$ cat config.mk
export PLATFORM = sky130hd
export DESIGN_NAME = bss_sequencer
export DESIGN_NICKNAME = d
export VERILOG_FILES = /design/src/rtl/bss_pkg.sv /design/src/rtl/bss_sequencer.sv
export SDC_FILE = /design/constraint.sdc
export NUM_CORES = 1
export LEC_CHECK = 0
export BUFFER_PORTS_ARGS = -buffer_cell sky130_fd_sc_hd__buf_4
export CORE_ASPECT_RATIO = 1.5
export CORE_MARGIN = 4
export CORE_UTILIZATION = 50
export CTS_CLUSTER_DIAMETER = 80
export DETAILED_ROUTE_END_ITERATION = 10
export PLACE_DENSITY = 0.73
export SYNTH_ARGS = -nofsm -noshare
export SYNTH_HDL_FRONTEND = slang
export SYNTH_SLANG_ARGS = --single-unit
$ cat constraint.sdc
create_clock -name clk -period 5.65 [get_ports clk]
set_clock_uncertainty 0.15 [all_clocks]
set_input_delay 0.565 -clock clk [delete_from_list [all_inputs] [get_ports clk]]
set_output_delay 0.565 -clock clk [all_outputs]
set_load 0.02 [all_outputs]
$ cat src/rtl/bss_pkg.sv
// Package for the bipolar stepper sequencer: phase tables, bus types.
// Assumes a single 125 MHz clock domain.
package bss_pkg;
   localparam int CLK_MHZ = 125;
   localparam int NUM_PHASES = 8;
   localparam logic [2:0] PHASE_A = 3'h0;
   localparam logic [2:0] FULL_STEP_INC = 3'h2;
   localparam logic [2:0] HALF_STEP_INC = 3'h1;

   // Pin synchroniser: six sampled inputs, bias bit resets to open
   localparam int         SYNC_BITS  = 6;
   localparam logic [5:0] SYNC_RESET = 6'h10;

   // One output leg: high-side and low-side switch enables
   typedef struct packed {
      logic hiOn;
      logic loOn;
   } bss_leg_t;

   typedef struct packed {
      bss_leg_t coilOneP;
      bss_leg_t coilOneN;
      bss_leg_t coilTwoP;
      bss_leg_t coilTwoN;
   } bss_bridge_t;

   // Coil drive per phase: 2'b01 forward, 2'b10 reverse, 2'b00 idle
   typedef struct packed {
      logic [1:0] coilOne;
      logic [1:0] coilTwo;
   } bss_drive_t;

   localparam logic [1:0] DRV_FWD  = 2'h1;
   localparam logic [1:0] DRV_REV  = 2'h2;
   localparam logic [1:0] DRV_IDLE = 2'h0;

   // Half-step table; even entries double as full-step A..D
   localparam bss_drive_t PHASE_TABLE [NUM_PHASES] = '{
      '{DRV_FWD,  DRV_FWD},
      '{DRV_IDLE, DRV_FWD},
      '{DRV_REV,  DRV_FWD},
      '{DRV_REV,  DRV_IDLE},
      '{DRV_REV,  DRV_REV},
      '{DRV_IDLE, DRV_REV},
      '{DRV_FWD,  DRV_REV},
      '{DRV_FWD,  DRV_IDLE}
   };
endpackage

$ cat src/rtl/bss_sequencer.sv
// Phase sequencer and bridge decoder for a two-phase bipolar stepper.
// Assumes step clock and control levels arrive asynchronously from a
// controller; biasOpen and biasReduced come from the bias sense circuit.
// Functional notes
// - Each step clock rising edge moves outputs to the next state
// - High impedance output means both switches off
// - Direction select picks forward or backward stepping
// - Step size low: four full-step phases A to D
// - Full step energizes both coils in every phase it steps to
// - Step size high: eight half-step phases A to H
// - Half phases A,C,E,G match full phases A,B,C,D
// - Half phases B,D,F,H drive one coil only
// - Idle impedance select matters only in half-step mode
// - Idle select low: idle coil legs fully off
// - Idle select high: idle coil legs high side on, low off
// - Bias open: hold phase A, all outputs high impedance
// - Bias open: phase A indicator driven low
// - Bias open: control inputs ignored
// - Bias restored: outputs enable in phase A pattern (next phase if a step edge comes in the same cycle), then respond
// - Reduced bias cuts current but keeps phase state
// - Step clock edges ignored while bias open
// - Phase A indicator low in phase A pattern and while bias open
`timescale 1ns/1ps
`default_nettype none
module bss_sequencer (
   input  wire logic          clk,
   input  wire logic          arst_n,
   input  wire logic          stepClock,
   input  wire logic          rotation_direction_select,
   input  wire logic          step_size_select,
   input  wire logic          idle_coil_impedance_select,
   input  wire logic          biasOpen,
   input  wire logic          biasReduced,
   output var  bss_pkg::bss_bridge_t bridge,
   output logic               currentReduce,
   output logic               first_phase_indicator_n
);
   // Two-stage synchronisers for all pin inputs
   logic [5:0] syncA_q;
   logic [5:0] syncB_q;
   logic [5:0] syncA_d;
   logic [5:0] syncB_d;
   logic       clkPrev_q;
   logic       clkPrev_d;
   logic [2:0] phase_q;
   logic [2:0] phase_d;
   bss_pkg::bss_bridge_t bridge_q;
   bss_pkg::bss_bridge_t bridge_d;
   logic       reduce_q;
   logic       reduce_d;
   logic       indN_q;
   logic       indN_d;

   logic sClk;
   logic sDir;
   logic sHalf;
   logic sIdleHi;
   logic sOpen;
   logic sReduced;
   logic stepEdge;
   logic [2:0] stepInc;

   function automatic bss_pkg::bss_leg_t legDrive(input logic hi,
                                                   input logic lo);
      bss_pkg::bss_leg_t l;
      l.hiOn = hi;
      l.loOn = lo;
      return l;
   endfunction

   // Drive one coil's leg pair from its table entry
   function automatic logic [3:0] coilLegs(input logic [1:0] drv,
                                           input logic idleHi);
      logic [3:0] r;
      r = 4'h0;
      unique case (drv)
         bss_pkg::DRV_FWD: r = {legDrive(1'b1, 1'b0), legDrive(1'b0, 1'b1)};
         bss_pkg::DRV_REV: r = {legDrive(1'b0, 1'b1), legDrive(1'b1, 1'b0)};
         default: begin
            if (idleHi) begin
               r = {legDrive(1'b1, 1'b0), legDrive(1'b1, 1'b0)};
            end else begin
               r = 4'h0;
            end
         end
      endcase
      return r;
   endfunction

   // Phase after one step edge; full step from an odd phase moves a
   // single half step, so later full steps land on two-coil phases
   function automatic logic [2:0] nextPhase(input logic [2:0] cur,
                                            input logic       back,
                                            input logic       half,
                                            input logic [2:0] inc);
      logic [2:0] amt;
      logic [2:0] fwd;
      logic [2:0] bwd;
      amt = inc;
      if (!half && cur[0]) begin
         amt = bss_pkg::HALF_STEP_INC;
      end
      fwd = cur + amt;
      bwd = cur - amt;
      return back ? bwd : fwd;
   endfunction

   // True only for the phase A polarity on both coils, so the
   // indicator follows the outputs themselves
   function automatic logic isPhaseAPattern(
         input bss_pkg::bss_bridge_t br);
      logic ok;
      ok = 1'b1;
      ok = ok & br.coilOneP.hiOn & ~br.coilOneP.loOn;
      ok = ok & ~br.coilOneN.hiOn & br.coilOneN.loOn;
      ok = ok & br.coilTwoP.hiOn & ~br.coilTwoP.loOn;
      ok = ok & ~br.coilTwoN.hiOn & br.coilTwoN.loOn;
      return ok;
   endfunction

   // Sampled pin levels, named by what they control
   assign sClk     = syncB_q[0];
   assign sDir     = syncB_q[1];
   assign sHalf    = syncB_q[2];
   assign sIdleHi  = syncB_q[3];
   assign sOpen    = syncB_q[4];
   assign sReduced = syncB_q[5];

   always_comb begin
      syncA_d = {biasReduced, biasOpen, idle_coil_impedance_select,
                 step_size_select, rotation_direction_select, stepClock};
      syncB_d = syncA_q;
   end

   // Every pin is asynchronous to clk, so each bit gets two flops.
   // The bias bit resets to open, keeping outputs off until sampled.
   for (genvar gi = 0; gi < bss_pkg::SYNC_BITS; gi++) begin : gSync
      always_ff @(posedge clk or negedge arst_n) begin
         if (!arst_n) begin
            syncA_q[gi] <= bss_pkg::SYNC_RESET[gi];
            syncB_q[gi] <= bss_pkg::SYNC_RESET[gi];
         end else begin
            syncA_q[gi] <= syncA_d[gi];
            syncB_q[gi] <= syncB_d[gi];
         end
      end
   end

   // Edge detector; previous level resets low like the idle pin,
   // so releasing reset never fakes a step
   always_comb begin
      clkPrev_d = sClk;
   end

   always_ff @(posedge clk or negedge arst_n) begin
      if (!arst_n) begin
         clkPrev_q <= 1'b0;
      end else begin
         clkPrev_q <= clkPrev_d;
      end
   end

   assign stepEdge = sClk & ~clkPrev_q;
   assign stepInc  = sHalf ? bss_pkg::HALF_STEP_INC
                           : bss_pkg::FULL_STEP_INC;

   // Phase state; open bias wins over any step edge
   always_comb begin
      phase_d = phase_q;
      if (sOpen) begin
         phase_d = bss_pkg::PHASE_A;
      end else if (stepEdge) begin
         phase_d = nextPhase(phase_q, sDir, sHalf, stepInc);
      end
   end

   // Reset doubles as bias open, so the state starts at phase A
   always_ff @(posedge clk or negedge arst_n) begin
      if (!arst_n) begin
         phase_q <= bss_pkg::PHASE_A;
      end else begin
         phase_q <= phase_d;
      end
   end

   // Decode from the next phase so bridge and state move together
   always_comb begin
      bss_pkg::bss_drive_t drv;
      logic                idleHi;
      drv    = bss_pkg::PHASE_TABLE[phase_d];
      idleHi = sIdleHi & sHalf;
      if (sOpen) begin
         bridge_d = '0;
      end else begin
         bridge_d = {coilLegs(drv.coilOne, idleHi),
                     coilLegs(drv.coilTwo, idleHi)};
      end
   end

   always_ff @(posedge clk or negedge arst_n) begin
      if (!arst_n) begin
         bridge_q <= '0;
      end else begin
         bridge_q <= bridge_d;
      end
   end

   // Reduced bias only lowers current; phase is untouched
   always_comb begin
      reduce_d = sReduced & ~sOpen;
   end

   always_ff @(posedge clk or negedge arst_n) begin
      if (!arst_n) begin
         reduce_q <= 1'b0;
      end else begin
         reduce_q <= reduce_d;
      end
   end

   // Low in the phase A pattern, and also while bias is open
   always_comb begin
      if (sOpen) begin
         indN_d = 1'b0;
      end else begin
         indN_d = ~isPhaseAPattern(bridge_d);
      end
   end

   always_ff @(posedge clk or negedge arst_n) begin
      if (!arst_n) begin
         indN_q <= 1'b0;
      end else begin
         indN_q <= indN_d;
      end
   end

   assign bridge                  = bridge_q;
   assign currentReduce           = reduce_q;
   assign first_phase_indicator_n = indN_q;
endmodule
`default_nettype wire
==> results.cfg, run 1 <==
[power]
p_per_area_nw_per_um2 = 327
irDropWorstVdd_uv = 236
p_leak_nw = 0.586

[clock_tree]
clock_path_buffers = 2
cts_resized = 0
clk_pin_slew_ns = 0.13
clk_latency_ns = 0.31
cts.htree.levels = 1
post_cts_buffers = 0
clock_sinks = 26
numCtsBuffers = 3
cts_tree = done
root_buffer = clkbuf_4
cts_hold_buf = 1

[grt]
grt_pass1_vias = 568
antenna_found_initial = 0
grt_overflow = 0
grt_pass1_wl_mm = 2.46
grt_use_total_pct = 11.8
grt_max_degree = 27

[logic_synthesis]
syn_inst = 69
synth_adder_area_share_pct = 4.53
ys.warnings.count = 0
synth_top_family_by_area = simple AND/OR/NAND/NOR gates
netlist_area_um2 = 993
synthMuxAreaShare_pct = 10.1
synth_fp_nets = 80
synth-xor-area-share_pct = 0.882
ys_seq_elements = 26
syn_area_per_cell_um2 = 14.4
yosysUniqueCellTypes = 27
yosysSeqAreaShare_pct = 65.7
synth_simple_gate_area_share_pct = 13.2
synth_compound_area_share_pct = 3.78

[detailed_routing]
wl_per_cell_um = 12.7
drt_pre_antenna_iters = 2
drt_iter0_drc = 11
drt-total-wl_mm = 1.41
drtAntennaViolNets = 0
vias = 556
drc = 0
viasPerCell = 5.01

[sta]
relSlewSlack_pct = 74.6
max_freq_mhz = 327
worst_slew_pin_slew_ns = 0.371
final.min_clock_period_ns = 3.06
rsz0062_at_grt = no
report.final.slew_viol_count = 0
fin_setup_tns_ns = 0
post-route-period-util_pct = 54.1
setup_viol = 0
finalHoldViolations = 0

[placement]
port_buffers = 17
dp_hpwl_mm = 1.06
gp_congestion = 0.721
dpl_cell_area_um2 = 1140

[critical_path]
cp_top_family = adder cells
crit_buf_inv = 1
cp_max_fo = 6
arrival_ns = 3.11
cp_slowest_cell = dfrtp_1
cp.required_ns = 5.70
crit_type = reg -> reg
critPathMaxStageDelay_ns = 0.45
worstSetupEndpointType = flip-flop
crit_path_cell_trace = o21a_1 > fa_1 > xor2_1 > and2_4 > mux2i_4 > inv_4 > mux2_4 > ha_1 > nand2b_1 > nor3_1 > a21oi_1
cp-start-kind = flip-flop

[floorplanning]
num_rows = 19
ioPinCount = 18
die_h_um = 62.6
die_x_um = 44.4
fp.coreArea_um2 = 1850
initial_core_util_pct = 53.6
fp.dieArea_um2 = 2780

[status]
status = finished clean

[final_layout]
syn_to_final_growth_pct = 21.4
diodes = 0
nNetsFinal = 102
drive_gt1_share_pct = 36.7
final_cell_mix = dfrtp_1 (24), buf_4 (17), mux2i_1 (4), a21oi_1 (4), nor2_1 (4)
finalInstanceArea_um2 = 1210
layout_commonest_cell = dfrtp_1
post-route-util_pct = 65.0

[job]
maxCapViolations = 0

[min_path]
hold_class = in -> reg
synthesized netlist by cell type:
cell       count  area, µm²
and2_4         1       8.76
dfrtp_1       24        601
or2_2          2       12.5
clkbuf_1       1       3.75
o21ai_1        1       5.00
mux2_4         1       15.0
fa_1           1       20.0
nor2b_1        3       18.8
nand3_1        2       10.0
ha_1           2       25.0
mux2i_1        4       40.0
mux2_2         2       22.5
nand4bb_1      1       11.3
nor2_1         4       15.0
and2b_4        1       10.0
o21ai_0        1       5.00
xor2_1         1       8.76
nand3b_1       1       7.51
nor3_1         1       5.00
inv_1          2       7.51
dfstp_2        2       52.6
nor2b_4        1       13.8
inv_4          1       6.26
nand2b_1       3       18.8
mux2i_4        1       22.5
a21oi_1        4       20.0
o21a_1         1       7.51
layout make-up:
type / instances / area (µm²)
Inverter: 3 / 13.8
Timing Repair Buffer: 18 / 138
Clock inverter: 1 / 30.0
Fill cell: 149 / 648
Clock buffer: 3 / 22.5
Multi-Input combinational cell: 39 / 323
Tap cell: 21 / 26.3
Sequential cell: 26 / 653
flip-flops by register name, summed over array words and instances (netlist names):
name and flops:
bridge 8, phase_q 3, sReduced 1, sOpen 1, syncA_q 6, clkPrev_d 1, clkPrev_q 1, currentReduce 1
first_phase_indicator_n 1, sHalf 1, sDir 1, sIdleHi 1
cells by family after synthesis:
logic type / Yosys count
DFF: 26
and+or+nand+nor: 20
muxes: 8
AOI/OAI and AO/OA: 7
buffers and inverters: 4
adders and majority gates: 3
xor gates and xnor gates: 1
report_power, final:
| group | total [mW] | switching, mW | internal [mW] | leakage, nW |
|---|---|---|---|---|
| Combinational | 0.0643 | 0.0326 | 0.0316 | 0.238 |
| Sequential | 0.207 | 0.00675 | 0.200 | 0.320 |
| Clock | 0.123 | 0.0515 | 0.0717 | 0.0279 |
routing by layer:
layer | global-route usage (%) | vias up | part of all wire (%)
li1 | - | 269 | -
met1 | 14.5 | 271 | 40
met2 | 19.5 | 12 | 53
met3 | 1.73 | 4 | 4.6
met4 | 5.66 | 0 | 2.0
met5 | 0 | - | 0
metrics by stage:
step                      hold WS (ns)  std cells  power, mW  setup slack [ns]
final                            0.197        111      0.394              2.59
after global placement           0.182        106      0.274              2.63
after detailed placement         0.187        106      0.276              2.61
after floorplan                  0.119         69      0.250              2.78
after CTS                        0.184        111      0.400              2.59
after global routing             0.170        111      0.417              2.41
worst register-to-register path, cell delays in order (launching register included):
cell	delay (ns)
dfrtp_1	0.45
o21a_1	0.22
fa_1	0.40
xor2_1	0.15
and2_4	0.18
mux2i_4	0.34
inv_4	0.08
mux2_4	0.30
ha_1	0.29
nand2b_1	0.16
nor3_1	0.13
a21oi_1	0.09
worst paths after layout:
| check | start | end | slack [ns] | cells past startpoint |
|---|---|---|---|---|
| worst max-delay path | sHalf | first_phase_indicator_n | 2.59 | 11 |
| worst min-delay path | idle_coil_impedance_select | syncA_q[3] | 0.20 | 1 |
| worst max register to register | sHalf | first_phase_indicator_n | 2.59 | 11 |
| worst min register to register | syncA_q[2] | sHalf | 0.21 | 0 |
| max in group asynchronous | arst_n | syncA_q[4] | 4.54 | 2 |
| min in group asynchronous | arst_n | bridge[2] | 0.52 | 2 |
No activity file was read; power rests on OpenSTA's default activity.
==> run 2, diff against run 1 <==
Settings changed: CORE_UTILIZATION 50 to 47, PLACE_DENSITY 0.73 to 0.72.
Clock period 5.65 ns to 2.6 ns, I/O delays scaled along.
==> run 2 against run 1 <==
The flow now finishes with violations (setup timing). Cell count up 16%. Hold slack better by 0.016 ns. Sequential share of layout area down 8.5 points. Total power up 110%. Sequential power up 120%. Wire length up 29%. Critical path depth unchanged. Maximum frequency up 8.4%. Count of clock-buffer cells in the layout unchanged. Core utilization up 5.5 points. Critical path type unchanged. Critical endpoint unchanged.
==> results.cfg, run 2 (synthesized netlist as in run 1, its figures left out) <==
[sta]
setup_slack_ns = -0.221
max_freq_mhz = 355
report.final.slew_viol_count = 0
post-route-period-util_pct = 108
relSlewSlack_pct = 63.2
rsz0062_at_grt = yes
fin_setup_tns_ns = -0.620
setup_viol = 3
finalHoldViolations = 0
worst_slew_pin_slew_ns = 0.552
final.min_clock_period_ns = 2.82

[grt]
grt_pass1_vias = 678
grt_pass1_wl_mm = 3.02
grt_overflow = 0
antenna_found_initial = 0
grt_max_degree = 27
grt_use_total_pct = 14.5

[detailed_routing]
drtAntennaViolNets = 0
drt_pre_antenna_iters = 4
wl_per_cell_um = 14.0
drt_iter0_drc = 13
drt-total-wl_mm = 1.81
viasPerCell = 5.08
drc = 0
vias = 655

[min_path]
hold_class = in -> async

[floorplanning]
die_x_um = 45.5
die_h_um = 64.3
ioPinCount = 18
fp.dieArea_um2 = 2930
num_rows = 20
initial_core_util_pct = 49.0
fp.coreArea_um2 = 2030

[clock_tree]
clk_pin_slew_ns = 0.13
cts.htree.levels = 1
clock_sinks = 26
cts_tree = done
numCtsBuffers = 3
clk_latency_ns = 0.32
root_buffer = clkbuf_4
clock_path_buffers = 2

[power]
p_total_mw = 0.839
irDropWorstVdd_uv = 370
p_per_area_nw_per_um2 = 587
p_leak_nw = 0.673

[critical_path]
worstSetupEndpointType = flip-flop
cp_max_fo = 4
cp-start-kind = flip-flop
cp.required_ns = 2.66
arrival_ns = 2.88
crit_type = reg -> reg

[final_layout]
largest_register_ffs = 8
layout_commonest_cell = buf_4
final_cell_mix = buf_4 (27), dfrtp_1 (24), dlygate4sd3_1 (7)
syn_to_final_growth_pct = 44.0
drive_gt1_share_pct = 52.3
instances_no_fill = 129
nNetsFinal = 120
diodes = 0

[status]
status = finished, violations left
violations = setup timing

[job]
maxCapViolations = 0

[placement]
port_buffers = 17
gp_congestion = 0.728
place_inst = 114
dp_hpwl_mm = 1.12
==> run 2: cell count changes in the layout (fill, tap and decap cells not counted), moves of 2 or more <==
cell,delta
buf_4,+10
dlygate4sd3_1,+6
nand2b_1,-3
nand2b_4,+3
a21oi_1,-2
a21oi_2,+2
buf_6,+2
ha_1,-2
ha_4,+2
mux2i_1,-2
==> run 2: layout make-up <==
class / instances / area, µm²
clock buffer: 3 / 22.5
inverter: 3 / 13.8
sequential: 26 / 653
timing repair buffer: 36 / 295
fill: 141 / 597
tap: 22 / 27.5
multi-input combinational: 39 / 418
==> run 2: critical path: stages (launching register included) <==
cell and delay (ns):
dfrtp_1 0.41, o21a_1 0.21, fa_2 0.35, xor2_1 0.13
and2_4 0.17, mux2i_4 0.32, inv_4 0.06, mux2_4 0.32
ha_4 0.25, nand2b_4 0.15, nor3_2 0.10, a21oi_1 0.08
==> run 2: stage by stage <==
stage          hold WS, ns  instance area (µm²)  setup WS [ns]  utilization [%]
2_1_floorplan       -0.186                 1020         -0.171                -
3_3_place_gp        0.0268                 1220         -0.202             60.4
3_5_place_dp        0.0343                 1220         -0.277             60.4
4_1_cts              0.213                 1400         -0.197             69.2
5_1_grt              0.228                 1430         -0.359             70.6
6_report             0.213                 1430         -0.221             70.6
==> run 2: power by group <==
part / internal (mW) / total (mW) / switching, mW
combinational: 0.123 / 0.225 / 0.102
sequential: 0.435 / 0.450 / 0.0146
clock: 0.0544 / 0.164 / 0.110
==> run 2: final timing paths <==
path | from | endpoint | slack (ns) | depth (start not counted)
worst max-delay path | sHalf | first_phase_indicator_n | -0.22 | 11
worst min-delay path | arst_n | bridge[0] | 0.21 | 2
worst max register to register | sHalf | first_phase_indicator_n | -0.22 | 11
worst min register to register | syncA_q[0] | clkPrev_d | 0.21 | 0
max in group asynchronous | arst_n | sOpen | 1.79 | 2
min in group clk | syncA_q[0] | clkPrev_d | 0.21 | 0
==> run 2: routing by layer <==
metal	track usage, %	vias up	wire (µm)
met5	0	-	0
met4	7.69	0	43
met3	3.38	5	76
met2	23.3	14	998
met1	17.3	330	690
li1	-	306	-
==> run 2: what timing repair did <==
item,in CTS,in global routing
hold buffers,7,0
hold endpoints to repair,32,0
resized for setup,12,2
endpoints found under the setup margin,4,5
setup buffers,4,2
pin swaps,10,0
==> run 3, diff against run 2 <==
Settings changed: GPL_TIMING_DRIVEN from default to 0, PLACE_DENSITY 0.72 to default, PLACE_DENSITY_LB_ADDON from default to 0.2.
==> run 3 against run 2 <==
The flow still finishes with violations (setup timing). Non-clock buffer count shrank 5. Clock power is essentially flat. Maximum frequency grew 1.2%. Sequential power is essentially flat. Count of clock-buffer cells in the layout grew 1. Combinational power shrank 16%. Register-to-register slack gained 0.03 ns. Hold slack gained 0.0011 ns. Die area is the same. Core utilization shrank 4.0 points. Worst setup slack gained 0.033 ns.
==> results.cfg, run 3 (synthesized netlist as in run 1, its figures left out) <==
[clock_tree]
cts_tree = done
clk_pin_slew_ns = 0.13
numCtsBuffers = 3
clock_path_buffers = 2
root_buffer = clkbuf_4
clk_latency_ns = 0.30
clock_sinks = 26
cts.htree.levels = 1

[sta]
worst_slew_pin_slew_ns = 0.433
post-route-period-util_pct = 107
setup_slack_ns = -0.188
finalHoldViolations = 0
setup_viol = 4
whs_ns = 0.214
relSlewSlack_pct = 70.3
max_freq_mhz = 359
rsz0062_at_grt = yes
final.min_clock_period_ns = 2.79
report.final.slew_viol_count = 0

[final_layout]
diodes = 0
layout_commonest_cell = dfrtp_1
syn_to_final_growth_pct = 35.9
nNetsFinal = 115
instances_no_fill = 125
drive_gt1_share_pct = 44.7
final_cell_mix = dfrtp_1 (23), buf_4 (22), dlygate4sd3_1 (7)
largest_register_ffs = 8

[placement]
place_inst = 108
gp_congestion = 0.652
dp_slack_ns = -0.374
dp_hpwl_mm = 1.14
port_buffers = 17

[detailed_routing]
vias = 604
drtAntennaViolNets = 0
drt-total-wl_mm = 1.58
drc = 0
viasPerCell = 4.83
wl_per_cell_um = 12.6
drt_pre_antenna_iters = 3
drt_iter0_drc = 8

[critical_path]
cp.required_ns = 2.64
reg2regPathDepth = 11
worstSetupEndpointType = flip-flop
cp_max_fo = 5
cp-start-kind = flip-flop
arrival_ns = 2.83
crit_type = reg -> reg

[floorplanning]
num_rows = 20
initial_core_util_pct = 49.0
fp.coreArea_um2 = 2030
fp.dieArea_um2 = 2930
die_x_um = 45.5
die_h_um = 64.3
ioPinCount = 18

[grt]
grt_max_degree = 27
antenna_found_initial = 0
grt_use_total_pct = 12.7
grt_pass1_wl_mm = 2.77
grt_pass1_vias = 619
grt_overflow = 0

[status]
violations = setup timing
status = finished, violations left

[power]
p_leak_nw = 0.635
irDropWorstVdd_uv = 428
p_total_mw = 0.802
p_per_area_nw_per_um2 = 594

[min_path]
hold_class = reg -> reg
hold_depth = 0

[job]
maxCapViolations = 0
## run 3: cell count changes in the layout (fill, tap and decap cells not counted), moves of 2 or more
cell	delta
buf_4	-5
clkbuf_1	+2
a21oi_1	+2
a21oi_2	-2
## run 3: cell type report
cell class              count  area (µm²)
plain buffers               1        3.75
clock buffers               4        26.3
well taps                  22        27.5
repair buffers             30         246
flip-flops and latches     26         654
inverters                   3        13.8
fillers                   146         677
multi-input cells          39         378
## run 3: worst paths after layout
| path | slack [ns] | endpoint | start |
|---|---|---|---|
| hold / removal | 0.21 | sHalf | syncA_q[2] |
| min in group asynchronous | 0.23 | bridge[2] | arst_n |
| setup reg to reg | -0.19 | first_phase_indicator_n | phase_q[0] |
| max in group asynchronous | 1.77 | syncA_q[4] | arst_n |
| hold reg to reg | 0.21 | sHalf | syncA_q[2] |
| setup / recovery | -0.19 | first_phase_indicator_n | phase_q[0] |
## run 3: timing repair
item                                   4_1_cts  5_1_grt
pin swaps                                    6        2
hold buffers                                 7        0
setup buffers                                5        1
resized for setup                            6        1
endpoints found under the hold margin       32        0
setup endpoints to repair                    5        5
## run 3: metal layers
metal / vias up / wire length, µm / track usage [%]
met3: 2 / 75 / 1.69
met2: 13 / 848 / 22.0
met4: 0 / 23 / 3.30
met1: 291 / 628 / 15.7
li1: 298 / - / -
met5: - / 0 / 0
## run 3: report_power, final
part           switching (mW)  internal (mW)
Combinational          0.0893          0.101
Clock                   0.105         0.0597
Sequential             0.0123          0.435
Total                   0.207          0.596
## run 3: worst max-delay path, cell delays in order (launching register included)
cell and delay [ns]:
dfrtp_1 0.44, o21a_1 0.22, fa_2 0.34, xor2_1 0.15
and2_4 0.18, mux2i_4 0.30, inv_4 0.05, mux2_4 0.31
ha_4 0.22, nand2b_4 0.14, nor3_2 0.09, a21oi_1 0.08
## run 3: metrics by stage
step | instance area [µm²] | util, % | TNS, ns
floorplan | 1020 | - | -0.210
global placement | 1180 | 58.0 | -0.738
detailed placement | 1180 | 58.0 | -1.08
CTS | 1340 | 66.0 | -0.587
global route | 1350 | 66.6 | -0.997
finish | 1350 | 66.6 | -0.489
